## src/rtl/ufl_defs.svh

```systemverilog
// Constants for one serial channel: register offsets, fields, resets,
// timing counts and trigger tables. Included by bare name.
`ifndef UFL_DEFS_SVH
`define UFL_DEFS_SVH
`define UFL_A_DATA 4'h0
`define UFL_A_DIVH 4'h1
`define UFL_A_FIFO 4'h2
`define UFL_A_LINE 4'h3
`define UFL_A_MODEM 4'h4
`define UFL_A_STAT 4'h5
`define UFL_A_FEAT 4'h6
`define UFL_A_RX_TRIGGER_VALUE 4'h7
`define UFL_A_TX_TRIGGER_VALUE 4'h8
`define UFL_A_RXLVL 4'h9
`define UFL_A_TXLVL 4'ha
`define UFL_FC_EN 0
`define UFL_FC_RXRST 1
`define UFL_FC_TXRST 2
`define UFL_FC_DMA 3
`define UFL_LC_DLAB 7
`define UFL_LC_BRK 6
`define UFL_LC_FORCE 5
`define UFL_LC_EVEN 4
`define UFL_LC_PEN 3
`define UFL_LC_STOP 2
`define UFL_MC_PRE 7
`define UFL_MC_IR 6
`define UFL_FT_RXINV 4
`define UFL_RST_REG 8'h00
`define UFL_LINE_IDLE 1'b1
`define UFL_ISR_RX 5'h02
`define UFL_ISR_TX 5'h01
`define UFL_ISR_NONE 5'h00
`define UFL_OVS 6'h10
`define UFL_HALF 6'h08
`define UFL_STOP15 6'h18
`define UFL_STOP2 6'h20
`define UFL_IR_LO 6'h06
`define UFL_IR_HI 6'h09
`define UFL_PRE_LAST 2'h3
`define UFL_STRAP_AT 2'h2
`define UFL_DEPTH 7'h40
`define UFL_ONE 7'h01
`define UFL_TA_RX {7'h0e, 7'h08, 7'h04, 7'h01}
`define UFL_TB_RX {7'h1c, 7'h18, 7'h10, 7'h08}
`define UFL_TB_TX {7'h1e, 7'h18, 7'h08, 7'h10}
`define UFL_TC_RX {7'h3c, 7'h38, 7'h10, 7'h08}
`define UFL_TC_TX {7'h38, 7'h20, 7'h10, 7'h08}
`endif

```

## src/rtl/ufl_pkg.sv

```systemverilog
// Types shared by the channel control block.
// Assumes ufl_defs.svh is compiled alongside for the constants.
package ufl_pkg;
    // Software-visible settings kept together
    typedef struct packed {
        logic       fen;
        logic       dma;
        logic [1:0] rxsel;
        logic [1:0] txsel;
        logic [7:0] line;
        logic [7:0] modem;
        logic [7:0] feat;
        logic [7:0] rxtv;
        logic [7:0] txtv;
        logic [7:0] divl;
        logic [7:0] divh;
        logic [7:0] divf;
    } ufl_cfg_s;

    typedef enum logic [4:0] {
        S_IDLE  = 5'h01,
        S_START = 5'h02,
        S_DATA  = 5'h04,
        S_PAR   = 5'h08,
        S_STOP  = 5'h10
    } ufl_ser_e;

    // State of one serial engine
    typedef struct packed {
        ufl_ser_e   st;
        logic [5:0] tk;
        logic [2:0] bi;
        logic [7:0] sh;
        logic       par;
    } ufl_ser_s;
endpackage : ufl_pkg

```

## src/rtl/ufl_chan.sv

```systemverilog
// One serial channel: control registers, two 64-byte FIFOs, framing,
// prescaled baud ticks and infrared coding.
// Assumes a single 250 MHz clock and a host on the plain register port.
//
// The address map and strobed register access were left to the implementer.
`timescale 1ns/1ps
`default_nettype none
`include "ufl_defs.svh"
module ufl_chan (
    input  wire logic       clk,
    input  wire logic       sys_rst,
    input  wire logic [3:0] addr,
    input  wire logic [7:0] wdata,
    input  wire logic       wr_stb,
    input  wire logic       rd_stb,
    output logic      [7:0] rdata,
    input  wire logic       serial_rx,
    input  wire logic       infrared_strap_pin,
    output logic            serial_tx,
    output logic            rx_irq,
    output logic            tx_irq
);
    ufl_pkg::ufl_cfg_s cfg;
    ufl_pkg::ufl_cfg_s next_cfg;
    ufl_pkg::ufl_ser_s tx;
    ufl_pkg::ufl_ser_s next_tx;
    ufl_pkg::ufl_ser_s rx;
    ufl_pkg::ufl_ser_s next_rx;
    logic [2:0]  rx_sy;
    logic [2:0]  st_sy;
    logic        rx_f;
    logic        next_rx_f;
    logic [1:0]  st_cnt;
    logic [1:0]  next_st_cnt;
    logic [1:0]  pre;
    logic [15:0] bcnt;
    logic [15:0] next_bcnt;
    logic        tick;
    logic        next_tick;
    logic [5:0]  hold;
    logic [5:0]  next_hold;
    logic [7:0]  txm [64];
    logic [7:0]  rxm [64];
    logic [5:0]  txw;
    logic [5:0]  txr;
    logic [5:0]  rxw;
    logic [5:0]  rxr;
    logic [6:0]  txc;
    logic [6:0]  rxc;
    logic [5:0]  next_txw;
    logic [5:0]  next_txr;
    logic [5:0]  next_rxw;
    logic [5:0]  next_rxr;
    logic [6:0]  next_txc;
    logic [6:0]  next_rxc;
    logic        perr;
    logic        next_perr;
    logic        next_rx_irq;
    logic        next_tx_irq;
    logic [7:0]  next_rdata;
    logic        next_serial_tx;
    logic        tx_pop;
    logic        rx_push;
    logic        rx_perr;
    logic [7:0]  rx_byte;
    logic        line_bit;
    logic        rx_line;
    logic        ir_in;
    logic [5:0]  ttlen;
    logic [5:0]  rtlen;
    logic        tend;
    logic        rend;
    logic [6:0]  ttrig;
    logic [6:0]  rtrig;
    logic [7:0]  isr;

    // Word length as the index of the last data bit, 4 to 7
    function automatic logic [2:0] last_bit(input logic [7:0] lc);
        last_bit = {1'b1, lc[1:0]};
    endfunction : last_bit

    // Parity over the selected data bits; forced or odd/even
    function automatic logic par_bit(input logic [7:0] d, input logic [7:0] lc);
        logic [7:0] m;
        m = 8'hff >> (2'h3 - lc[1:0]);
        if (lc[`UFL_LC_FORCE]) begin
            par_bit = ~lc[`UFL_LC_EVEN];
        end else begin
            par_bit = (^(d & m)) ^ ~lc[`UFL_LC_EVEN];
        end
    endfunction : par_bit

    // Trigger level from table and field; table 3 uses the programmed value
    function automatic logic [6:0] trig(input logic [1:0] tbl, input logic [1:0] sel,
                                        input logic is_tx, input logic [7:0] prog);
        logic [27:0] row;
        row = 28'h0;
        if (tbl == 2'h0) begin
            row = is_tx ? {4{`UFL_ONE}} : `UFL_TA_RX;
        end else if (tbl == 2'h1) begin
            row = is_tx ? `UFL_TB_TX : `UFL_TB_RX;
        end else if (tbl == 2'h2) begin
            row = is_tx ? `UFL_TC_TX : `UFL_TC_RX;
        end else begin
            row = {4{prog[6:0]}};
        end
        trig = 7'(row >> (5'(sel) * 5'h07));
    endfunction : trig

    // Address qualifiers; divisor access steals the low addresses
    wire dlab   = cfg.line[`UFL_LC_DLAB];
    wire wr_thr = wr_stb && addr == `UFL_A_DATA && !dlab;
    wire rd_rhr = rd_stb && addr == `UFL_A_DATA && !dlab;
    wire wr_fcr = wr_stb && addr == `UFL_A_FIFO && !dlab;
    wire rd_isr = rd_stb && addr == `UFL_A_FIFO && !dlab;
    wire tx_fl  = wr_fcr && wdata[`UFL_FC_EN] && wdata[`UFL_FC_TXRST];
    wire rx_fl  = wr_fcr && wdata[`UFL_FC_EN] && wdata[`UFL_FC_RXRST];
    wire [6:0] cap = cfg.fen ? `UFL_DEPTH : `UFL_ONE;
    wire tx_push = wr_thr && txc < cap;
    wire rx_pop  = rd_rhr && rxc != 7'h00;
    wire ir_en   = cfg.modem[`UFL_MC_IR];

    // Trigger selection; the table field applies to both directions
    always_comb begin
        ttrig = cfg.fen ? trig(cfg.feat[7:6], cfg.txsel, 1'b1, cfg.txtv) : `UFL_ONE;
        rtrig = cfg.fen ? trig(cfg.feat[7:6], cfg.rxsel, 1'b0, cfg.rxtv) : `UFL_ONE;
        if (rtrig == 7'h00) begin
            rtrig = `UFL_ONE;
        end
        if (rx_irq) begin
            isr = {{2{cfg.fen}}, `UFL_ISR_RX, 1'b0};
        end else if (tx_irq) begin
            isr = {{2{cfg.fen}}, `UFL_ISR_TX, 1'b0};
        end else begin
            isr = {{2{cfg.fen}}, `UFL_ISR_NONE, 1'b1};
        end
    end

    // Pin synchronisers: a change counts once stages two and three agree
    always_comb begin
        next_rx_f = (rx_sy[1] == rx_sy[2]) ? rx_sy[2] : rx_f;
        // Count waits at the load point until the strap has settled
        next_st_cnt = (st_cnt == `UFL_PRE_LAST ||
                       (st_cnt == `UFL_STRAP_AT && st_sy[1] != st_sy[2])) ? st_cnt : st_cnt + 2'h1;
    end

    always_ff @(posedge clk or posedge sys_rst) begin
        if (sys_rst) begin
            rx_sy  <= 3'h7;
            st_sy  <= 3'h0;
            rx_f   <= `UFL_LINE_IDLE;
            st_cnt <= 2'h0;
        end else begin
            rx_sy  <= {rx_sy[1:0], serial_rx};
            st_sy  <= {st_sy[1:0], infrared_strap_pin};
            rx_f   <= next_rx_f;
            st_cnt <= next_st_cnt;
        end
    end

    // Prescaler and 16x baud tick; divisor fraction is held only
    always_comb begin
        next_bcnt = bcnt;
        next_tick = 1'b0;
        if (!cfg.modem[`UFL_MC_PRE] || pre == `UFL_PRE_LAST) begin
            if (bcnt <= 16'h0001) begin
                next_bcnt = {cfg.divh, cfg.divl};
                next_tick = 1'b1;
            end else begin
                next_bcnt = bcnt - 16'h0001;
            end
        end
    end

    always_ff @(posedge clk or posedge sys_rst) begin
        if (sys_rst) begin
            pre  <= 2'h0;
            bcnt <= 16'h0000;
            tick <= 1'b0;
        end else begin
            pre  <= pre + 2'h1;
            bcnt <= next_bcnt;
            tick <= next_tick;
        end
    end

    // Transmit engine; the shift register survives a FIFO reset
    always_comb begin
        next_tx = tx;
        tx_pop  = 1'b0;
        line_bit = `UFL_LINE_IDLE;
        if (tx.st == ufl_pkg::S_STOP) begin
            ttlen = !cfg.line[`UFL_LC_STOP] ? `UFL_OVS :
                    (cfg.line[1:0] == 2'h0) ? `UFL_STOP15 : `UFL_STOP2;
        end else begin
            ttlen = `UFL_OVS;
        end
        tend = tick && tx.tk == ttlen - 6'h01;
        if (tick && tx.st != ufl_pkg::S_IDLE) begin
            next_tx.tk = tend ? 6'h00 : tx.tk + 6'h01;
        end
        case (tx.st)
            ufl_pkg::S_IDLE: begin
                if (txc != 7'h00) begin
                    tx_pop     = 1'b1;
                    next_tx.sh = txm[txr];
                    next_tx.par = par_bit(txm[txr], cfg.line);
                    next_tx.tk = 6'h00;
                    next_tx.st = ufl_pkg::S_START;
                end
            end
            ufl_pkg::S_START: begin
                line_bit = 1'b0;
                if (tend) begin
                    next_tx.bi = 3'h0;
                    next_tx.st = ufl_pkg::S_DATA;
                end
            end
            ufl_pkg::S_DATA: begin
                line_bit = tx.sh[tx.bi];
                if (tend) begin
                    next_tx.bi = tx.bi + 3'h1;
                    if (tx.bi == last_bit(cfg.line)) begin
                        next_tx.st = cfg.line[`UFL_LC_PEN] ? ufl_pkg::S_PAR
                                                           : ufl_pkg::S_STOP;
                    end
                end
            end
            ufl_pkg::S_PAR: begin
                line_bit = tx.par;
                if (tend) begin
                    next_tx.st = ufl_pkg::S_STOP;
                end
            end
            ufl_pkg::S_STOP: begin
                if (tend) begin
                    next_tx.st = ufl_pkg::S_IDLE;
                end
            end
            default: begin
                next_tx.st = ufl_pkg::S_IDLE;
            end
        endcase
        // Infrared sends a short high pulse for each zero, idles low
        if (cfg.line[`UFL_LC_BRK]) begin
            next_serial_tx = 1'b0;
        end else if (ir_en) begin
            next_serial_tx = !line_bit && tx.tk >= `UFL_IR_LO && tx.tk < `UFL_IR_HI;
        end else begin
            next_serial_tx = line_bit;
        end
    end

    always_ff @(posedge clk or posedge sys_rst) begin
        if (sys_rst) begin
            tx        <= '{ufl_pkg::S_IDLE, 6'h00, 3'h0, 8'h00, 1'b0};
            serial_tx <= `UFL_LINE_IDLE;
        end else begin
            tx        <= next_tx;
            serial_tx <= next_serial_tx;
        end
    end

    // Receive front end; a pulse stretched one bit time reads as zero
    always_comb begin
        ir_in = rx_f ^ cfg.feat[`UFL_FT_RXINV];
        next_hold = hold;
        if (ir_in) begin
            next_hold = `UFL_OVS;
        end else if (tick && hold != 6'h00) begin
            next_hold = hold - 6'h01;
        end
        rx_line = ir_en ? !(ir_in || hold != 6'h00) : rx_f;
    end

    // Receive engine; samples mid-bit, checks parity at the stop bit
    always_comb begin
        next_rx = rx;
        rx_push = 1'b0;
        rx_perr = 1'b0;
        rx_byte = 8'(rx.sh >> (3'h7 - last_bit(cfg.line)));
        rtlen = (rx.st == ufl_pkg::S_START) ? `UFL_HALF : `UFL_OVS;
        rend = tick && rx.tk == rtlen - 6'h01;
        if (tick && rx.st != ufl_pkg::S_IDLE) begin
            next_rx.tk = rend ? 6'h00 : rx.tk + 6'h01;
        end
        case (rx.st)
            ufl_pkg::S_IDLE: begin
                if (!rx_line) begin
                    next_rx.tk = 6'h00;
                    next_rx.st = ufl_pkg::S_START;
                end
            end
            ufl_pkg::S_START: begin
                if (rend) begin
                    next_rx.bi = 3'h0;
                    next_rx.st = rx_line ? ufl_pkg::S_IDLE : ufl_pkg::S_DATA;
                end
            end
            ufl_pkg::S_DATA: begin
                if (rend) begin
                    next_rx.sh = {rx_line, rx.sh[7:1]};
                    next_rx.bi = rx.bi + 3'h1;
                    if (rx.bi == last_bit(cfg.line)) begin
                        next_rx.st = cfg.line[`UFL_LC_PEN] ? ufl_pkg::S_PAR
                                                           : ufl_pkg::S_STOP;
                    end
                end
            end
            ufl_pkg::S_PAR: begin
                if (rend) begin
                    next_rx.par = rx_line;
                    next_rx.st  = ufl_pkg::S_STOP;
                end
            end
            ufl_pkg::S_STOP: begin
                if (rend) begin
                    rx_push = rxc < cap; // Overrun drops the character
                    rx_perr = cfg.line[`UFL_LC_PEN] &&
                              rx.par != par_bit(rx_byte, cfg.line);
                    next_rx.st = ufl_pkg::S_IDLE;
                end
            end
            default: begin
                next_rx.st = ufl_pkg::S_IDLE;
            end
        endcase
    end

    always_ff @(posedge clk or posedge sys_rst) begin
        if (sys_rst) begin
            rx   <= '{ufl_pkg::S_IDLE, 6'h00, 3'h0, 8'h00, 1'b0};
            hold <= 6'h00;
        end else begin
            rx   <= next_rx;
            hold <= next_hold;
        end
    end

    // FIFO pointers and levels; a reset write clears only these
    always_comb begin
        next_txw = tx_push ? txw + 6'h01 : txw;
        next_txr = tx_pop ? txr + 6'h01 : txr;
        next_txc = 7'(txc + {6'h00, tx_push} - {6'h00, tx_pop});
        next_rxw = rx_push ? rxw + 6'h01 : rxw;
        next_rxr = rx_pop ? rxr + 6'h01 : rxr;
        next_rxc = 7'(rxc + {6'h00, rx_push} - {6'h00, rx_pop});
        if (tx_fl) begin
            next_txw = 6'h00;
            next_txr = 6'h00;
            next_txc = 7'h00;
        end
        if (rx_fl) begin
            next_rxw = 6'h00;
            next_rxr = 6'h00;
            next_rxc = 7'h00;
        end
    end

    always_ff @(posedge clk or posedge sys_rst) begin
        if (sys_rst) begin
            txw <= 6'h00;
            txr <= 6'h00;
            txc <= 7'h00;
            rxw <= 6'h00;
            rxr <= 6'h00;
            rxc <= 7'h00;
        end else begin
            txw <= next_txw;
            txr <= next_txr;
            txc <= next_txc;
            rxw <= next_rxw;
            rxr <= next_rxr;
            rxc <= next_rxc;
        end
    end

    // Storage is plain flops without reset; contents are don't-care
    always_ff @(posedge clk) begin
        if (tx_push) begin
            txm[txw] <= wdata;
        end
        if (rx_push) begin
            rxm[rxw] <= rx_byte;
        end
    end

    // Register writes, reads and flags; hardware set beats software clear
    always_comb begin
        next_cfg = cfg;
        if (st_cnt == `UFL_STRAP_AT && st_sy[1] == st_sy[2]) begin
            next_cfg.modem[`UFL_MC_IR] = st_sy[2];
        end
        if (wr_stb) begin
            if (addr == `UFL_A_DATA && dlab) begin
                next_cfg.divl = wdata;
            end else if (addr == `UFL_A_DIVH && dlab) begin
                next_cfg.divh = wdata;
            end else if (addr == `UFL_A_FIFO && dlab) begin
                next_cfg.divf = wdata;
            end else if (addr == `UFL_A_FIFO) begin
                next_cfg.fen = wdata[`UFL_FC_EN];
                if (wdata[`UFL_FC_EN]) begin
                    next_cfg.dma   = wdata[`UFL_FC_DMA];
                    next_cfg.rxsel = wdata[7:6];
                    next_cfg.txsel = wdata[5:4];
                end
            end else if (addr == `UFL_A_LINE) begin
                next_cfg.line = wdata;
            end else if (addr == `UFL_A_MODEM) begin
                next_cfg.modem = wdata;
            end else if (addr == `UFL_A_FEAT) begin
                next_cfg.feat = wdata;
            end else if (addr == `UFL_A_RX_TRIGGER_VALUE) begin
                next_cfg.rxtv = wdata;
            end else if (addr == `UFL_A_TX_TRIGGER_VALUE) begin
                next_cfg.txtv = wdata;
            end
        end
        next_rdata = `UFL_RST_REG;
        if (rd_stb) begin
            if (addr == `UFL_A_DATA) begin
                next_rdata = dlab ? cfg.divl : (rxc != 7'h00 ? rxm[rxr] : 8'h00);
            end else if (addr == `UFL_A_DIVH) begin
                next_rdata = dlab ? cfg.divh : 8'h00;
            end else if (addr == `UFL_A_FIFO) begin
                next_rdata = dlab ? cfg.divf : isr;
            end else if (addr == `UFL_A_LINE) begin
                next_rdata = cfg.line;
            end else if (addr == `UFL_A_MODEM) begin
                next_rdata = cfg.modem;
            end else if (addr == `UFL_A_STAT) begin
                next_rdata = {5'h00, txc == 7'h00, perr, rxc != 7'h00};
            end else if (addr == `UFL_A_FEAT) begin
                next_rdata = cfg.feat;
            end else if (addr == `UFL_A_RX_TRIGGER_VALUE) begin
                next_rdata = cfg.rxtv;
            end else if (addr == `UFL_A_TX_TRIGGER_VALUE) begin
                next_rdata = cfg.txtv;
            end else if (addr == `UFL_A_RXLVL) begin
                next_rdata = {1'b0, rxc};
            end else if (addr == `UFL_A_TXLVL) begin
                next_rdata = {1'b0, txc};
            end
        end
        next_perr = rx_perr || (perr && !(rd_stb && addr == `UFL_A_STAT));
        next_rx_irq = next_rxc >= rtrig;
        next_tx_irq = tx_irq;
        if (wr_thr || (rd_isr && !rx_irq)) begin
            next_tx_irq = 1'b0;
        end
        if ((txc >= ttrig && next_txc < ttrig) || (txc != 7'h00 && next_txc == 7'h00)) begin
            next_tx_irq = 1'b1;
        end
    end

    always_ff @(posedge clk or posedge sys_rst) begin
        if (sys_rst) begin
            cfg    <= '0;
            rdata  <= `UFL_RST_REG;
            perr   <= 1'b0;
            rx_irq <= 1'b0;
            tx_irq <= 1'b0;
        end else begin
            cfg    <= next_cfg;
            rdata  <= next_rdata;
            perr   <= next_perr;
            rx_irq <= next_rx_irq;
            tx_irq <= next_tx_irq;
        end
    end
endmodule : ufl_chan
`default_nettype wire

```

## config.mk

```make
export PLATFORM = sky130hd
export DESIGN_NAME = ufl_chan
export DESIGN_NICKNAME = d
export VERILOG_FILES = /design/src/rtl/ufl_pkg.sv /design/src/rtl/ufl_chan.sv
export VERILOG_INCLUDE_DIRS = /design/src /design/src/rtl
export SDC_FILE = /design/constraint.sdc
export NUM_CORES = 2
export LEC_CHECK = 0
export BUFFER_PORTS_ARGS = -buffer_cell sky130_fd_sc_hd__buf_2
export CAP_MARGIN = 10
export CORE_UTILIZATION = 65
export DETAILED_ROUTE_END_ITERATION = 12
export GPL_TIMING_DRIVEN = 0
export PLACE_DENSITY = 0.86
export RECOVER_POWER = 25
export REMOVE_ABC_BUFFERS = 1
export SLEW_MARGIN = 20
export SYNTH_ARGS = -nofsm -noshare
export SYNTH_HDL_FRONTEND = slang
export SYNTH_SLANG_ARGS = --single-unit
```

## constraint.sdc

```tcl
create_clock -name clk -period 13.8 [get_ports clk]
set_input_delay 2.07 -clock clk [delete_from_list [all_inputs] [get_ports clk]]
set_output_delay 2.07 -clock clk [all_outputs]
set_load 0.005 [all_outputs]
```

==> results.py <==
metrics = {
    "run_status": {
        "status": "finished with violations",
        "violations": "max-capacitance violations, max-slew violations",
    },
    "layout": {
        "nNetsFinal": 3070,
        "final_common_cell": "edfxtp_1",
        "area_growth_pct": 9.69,
        "seq_area_um2": 35800,
        "final_cell_mix": "edfxtp_1 (1024), mux4_2 (269), nor2_1 (266)",
        "fill_cells": 4149,
        "multi_input_area_um2": 14500,
        "drive_gt1_frac": 0.197,
    },
    "routing": {
        "num_vias": 29800,
        "viasPerCell": 7.21,
        "drt-total-wl_um": 135000,
        "drtPass1Iterations": 6,
        "drc_errors": 0,
        "drt-initial-drc-count": 4309,
        "post_drt_wl_per_cell_um": 32.7,
        "antenna_left": 0,
    },
    "cts": {
        "cts_tree": "done",
        "cts_setup_buffers": 0,
        "cts_buffers": 115,
        "root_buffer": "clkbuf_16",
        "cts_max_level": 3,
        "insertion_delay_ns": 0.72,
        "cts_hold_buf": 0,
        "clock_path_buffers": 3,
        "cts.clk_slew.worst_paths_ns": 0.06,
        "cts_sinks": 1223,
        "cts_resized": 0,
    },
    "timing": {
        "period_share": 0.505,
        "worst_slack_ns": 6.83,
        "setup_violations": 0,
        "relSlewSlack": -1.92,
        "finalCriticalPeriod_ns": 6.97,
        "max_slew.worst_pin.slew_ns": 4.36,
        "finalMaxSlewViolations": 765,
        "skew_ns": 0.0631,
        "finalHoldViolCount": 0,
        "fmax_ghz": 0.143,
        "tns_ns": 0,
        "rsz0062_at_grt": "false",
    },
    "floorplan": {
        "rows": 102,
        "floorplan.die_area_um2": 80000,
        "die_x_um": 283,
        "start_util": 0.660,
        "io_pins": 29,
        "die_h_um": 283,
        "core_area_um2": 77700,
    },
    "worst_setup_path": {
        "cp-startpoint": "wdata[0]",
        "r2r_start": "rx[20]",
        "path_max_fanout": 73,
        "critical_path_class": "in2reg",
        "endpoint_kind": "register",
        "setup.worst_path.start_class": "input pin",
        "arrival_ns": 7.60,
        "cp.required_ns": 14.43,
    },
    "yosys": {
        "synth-edff-count": 1024,
        "synth_warnings": 0,
        "synth_largest_area_cell": "edfxtp_1",
        "ys_seq_elements": 1223,
        "yosys-top-cells-area": "edfxtp_1 (60%), mux4_2 (12%), dfrtp_1 (9.4%), nor2_1 (1.9%), mux2_2 (1.8%)",
        "yosysTopAreaCellShare": 0.600,
        "netlist_instances": 2976,
        "ys.flop_type": "edfxtp_1",
        "synthArstFlopShare": 0.163,
        "avgSynthCellArea_um2": 17.2,
        "ys_types": 79,
        "synth-seq-area-share": 0.697,
        "netlist_area_um2": 51300,
    },
    "power": {
        "p_seq_frac": 0.419,
        "p_leak_nw": 19.2,
        "power_frac_clock": 0.300,
        "power_density_nw_per_um2": 190,
        "peakVddDrop_v": 0.000183,
        "p_int_mw": 7.29,
        "switchingPower_mw": 3.38,
        "combPwrFrac": 0.281,
        "sw_frac_of_total": 0.317,
    },
    "hold_path": {
        "worstHoldPathType": "reg2reg",
        "min_from": "st_sy[0]",
    },
    "job": {
        "drv_cap": 12,
    },
    "placement": {
        "dp_hpwl_um": 75300,
        "portBuffers": 28,
        "place_ws_ns": 6.70,
        "routabilityCongestion": 0.899,
    },
    "global_routing": {
        "grt_start_max_net_pins": 107,
        "grt_pass1_wl_um": 196000,
        "track_usage": 0.342,
        "grt_overflow": 0,
        "antenna_found_initial": 10,
        "first_global_vias": 29700,
    },
}
## registers in the layout (all words and copies together), names as in the netlist, 7 cells and up
register	flops
rxc	7
tx	23
txc	7
txm	512
bcnt	16
cfg	69
rx	23
rdata	8
rxm	512
## synthesized netlist by cell type, types with 20 or more instances
master,number
a21oi_1,114
buf_1,22
clkbuf_1,90
dfrtp_1,192
edfxtp_1,1024
ha_1,63
inv_1,53
mux2_2,81
mux2i_1,88
mux4_2,273
nand2_1,144
nand3_1,45
nor2_1,266
nor2b_1,20
nor3_1,26
o21ai_0,79
o221ai_1,32
o22ai_1,24
xnor2_1,37
xor2_1,33
## layout make-up
type                       count  share of cell area
clock buffer                 147              0.0554
sequential                  1223               0.636
tap                         1040              0.0231
antenna                        1           0.0000445
timing repair buffer          50              0.0111
multi-input combinational   1542               0.259
inverter                      55             0.00369
clock inverter                67              0.0119
## routing by layer
layer  share of wire  vias up  track usage  routed length, um
met5         0.00080        -            0                108
met4           0.059       16        0.174               7940
met3            0.10      528       0.0641              13700
met2            0.50     2411        0.576              67800
met1            0.34    15100        0.429              45200
li1                -    11700            -                  -
## path summary, 6_finish.rpt
check | endpoint | slack (ns) | cells past startpoint
setup / recovery | tx_irq | 6.83 | 11
hold / removal | st_sy[1] | 0.36 | 0
setup reg to reg | rx_irq | 8.33 | 20
hold reg to reg | st_sy[1] | 0.36 | 0
max in group asynchronous | rxr[0] | 8.67 | 2
min in group asynchronous | st_cnt[1] | 2.64 | 2
## worst max-delay path, stage by stage
cell	delay (ns)
clkbuf_1	2.51
and3_1	0.70
and2_1	0.72
nor2_1	0.14
ha_1	0.33
a21o_1	0.15
a21o_1	0.17
a21oi_1	0.18
o21ai_0	0.12
a211oi_1	0.29
a311o_1	0.16
## metrics by stage
stage	util	hold slack, ns	power, mW	cell area (um2)	cells
2_1_floorplan	-	0.331	6.69	50400	2820
3_3_place_gp	0.667	0.335	7.53	51900	3888
3_5_place_dp	0.675	0.342	7.36	52500	3910
4_1_cts	0.724	0.356	10.6	56300	4124
5_1_grt	0.723	0.364	11.0	56200	4124
6_report	0.723	0.356	10.7	56200	4125
## logic make-up (layout without fill, tap and decap cells)
family | count (synthesis) | after routing | share of synthesized area
other | 0 | 1 | 0
xor gates and xnor gates | 70 | 70 | 0.0120
AOI/OAI and AO/OA | 338 | 338 | 0.0414
DFF | 1223 | 1223 | 0.697
muxes | 445 | 445 | 0.156
buffers and inverters | 211 | 319 | 0.0203
adders and majority gates | 66 | 66 | 0.0164
and+or+nand+nor | 623 | 623 | 0.0563
## power groups by stage
stage                     sequential, mW  combinational [mW]  clock [mW]
after CTS                           4.45                2.96        3.19
after floorplan                     4.61                2.08           0
after detailed placement            4.52                2.84           0
after global routing                4.48                3.16        3.33
final                               4.47                3.00        3.20
after global placement              4.79                2.74           0
No activity file was read; power rests on OpenSTA's default activity.
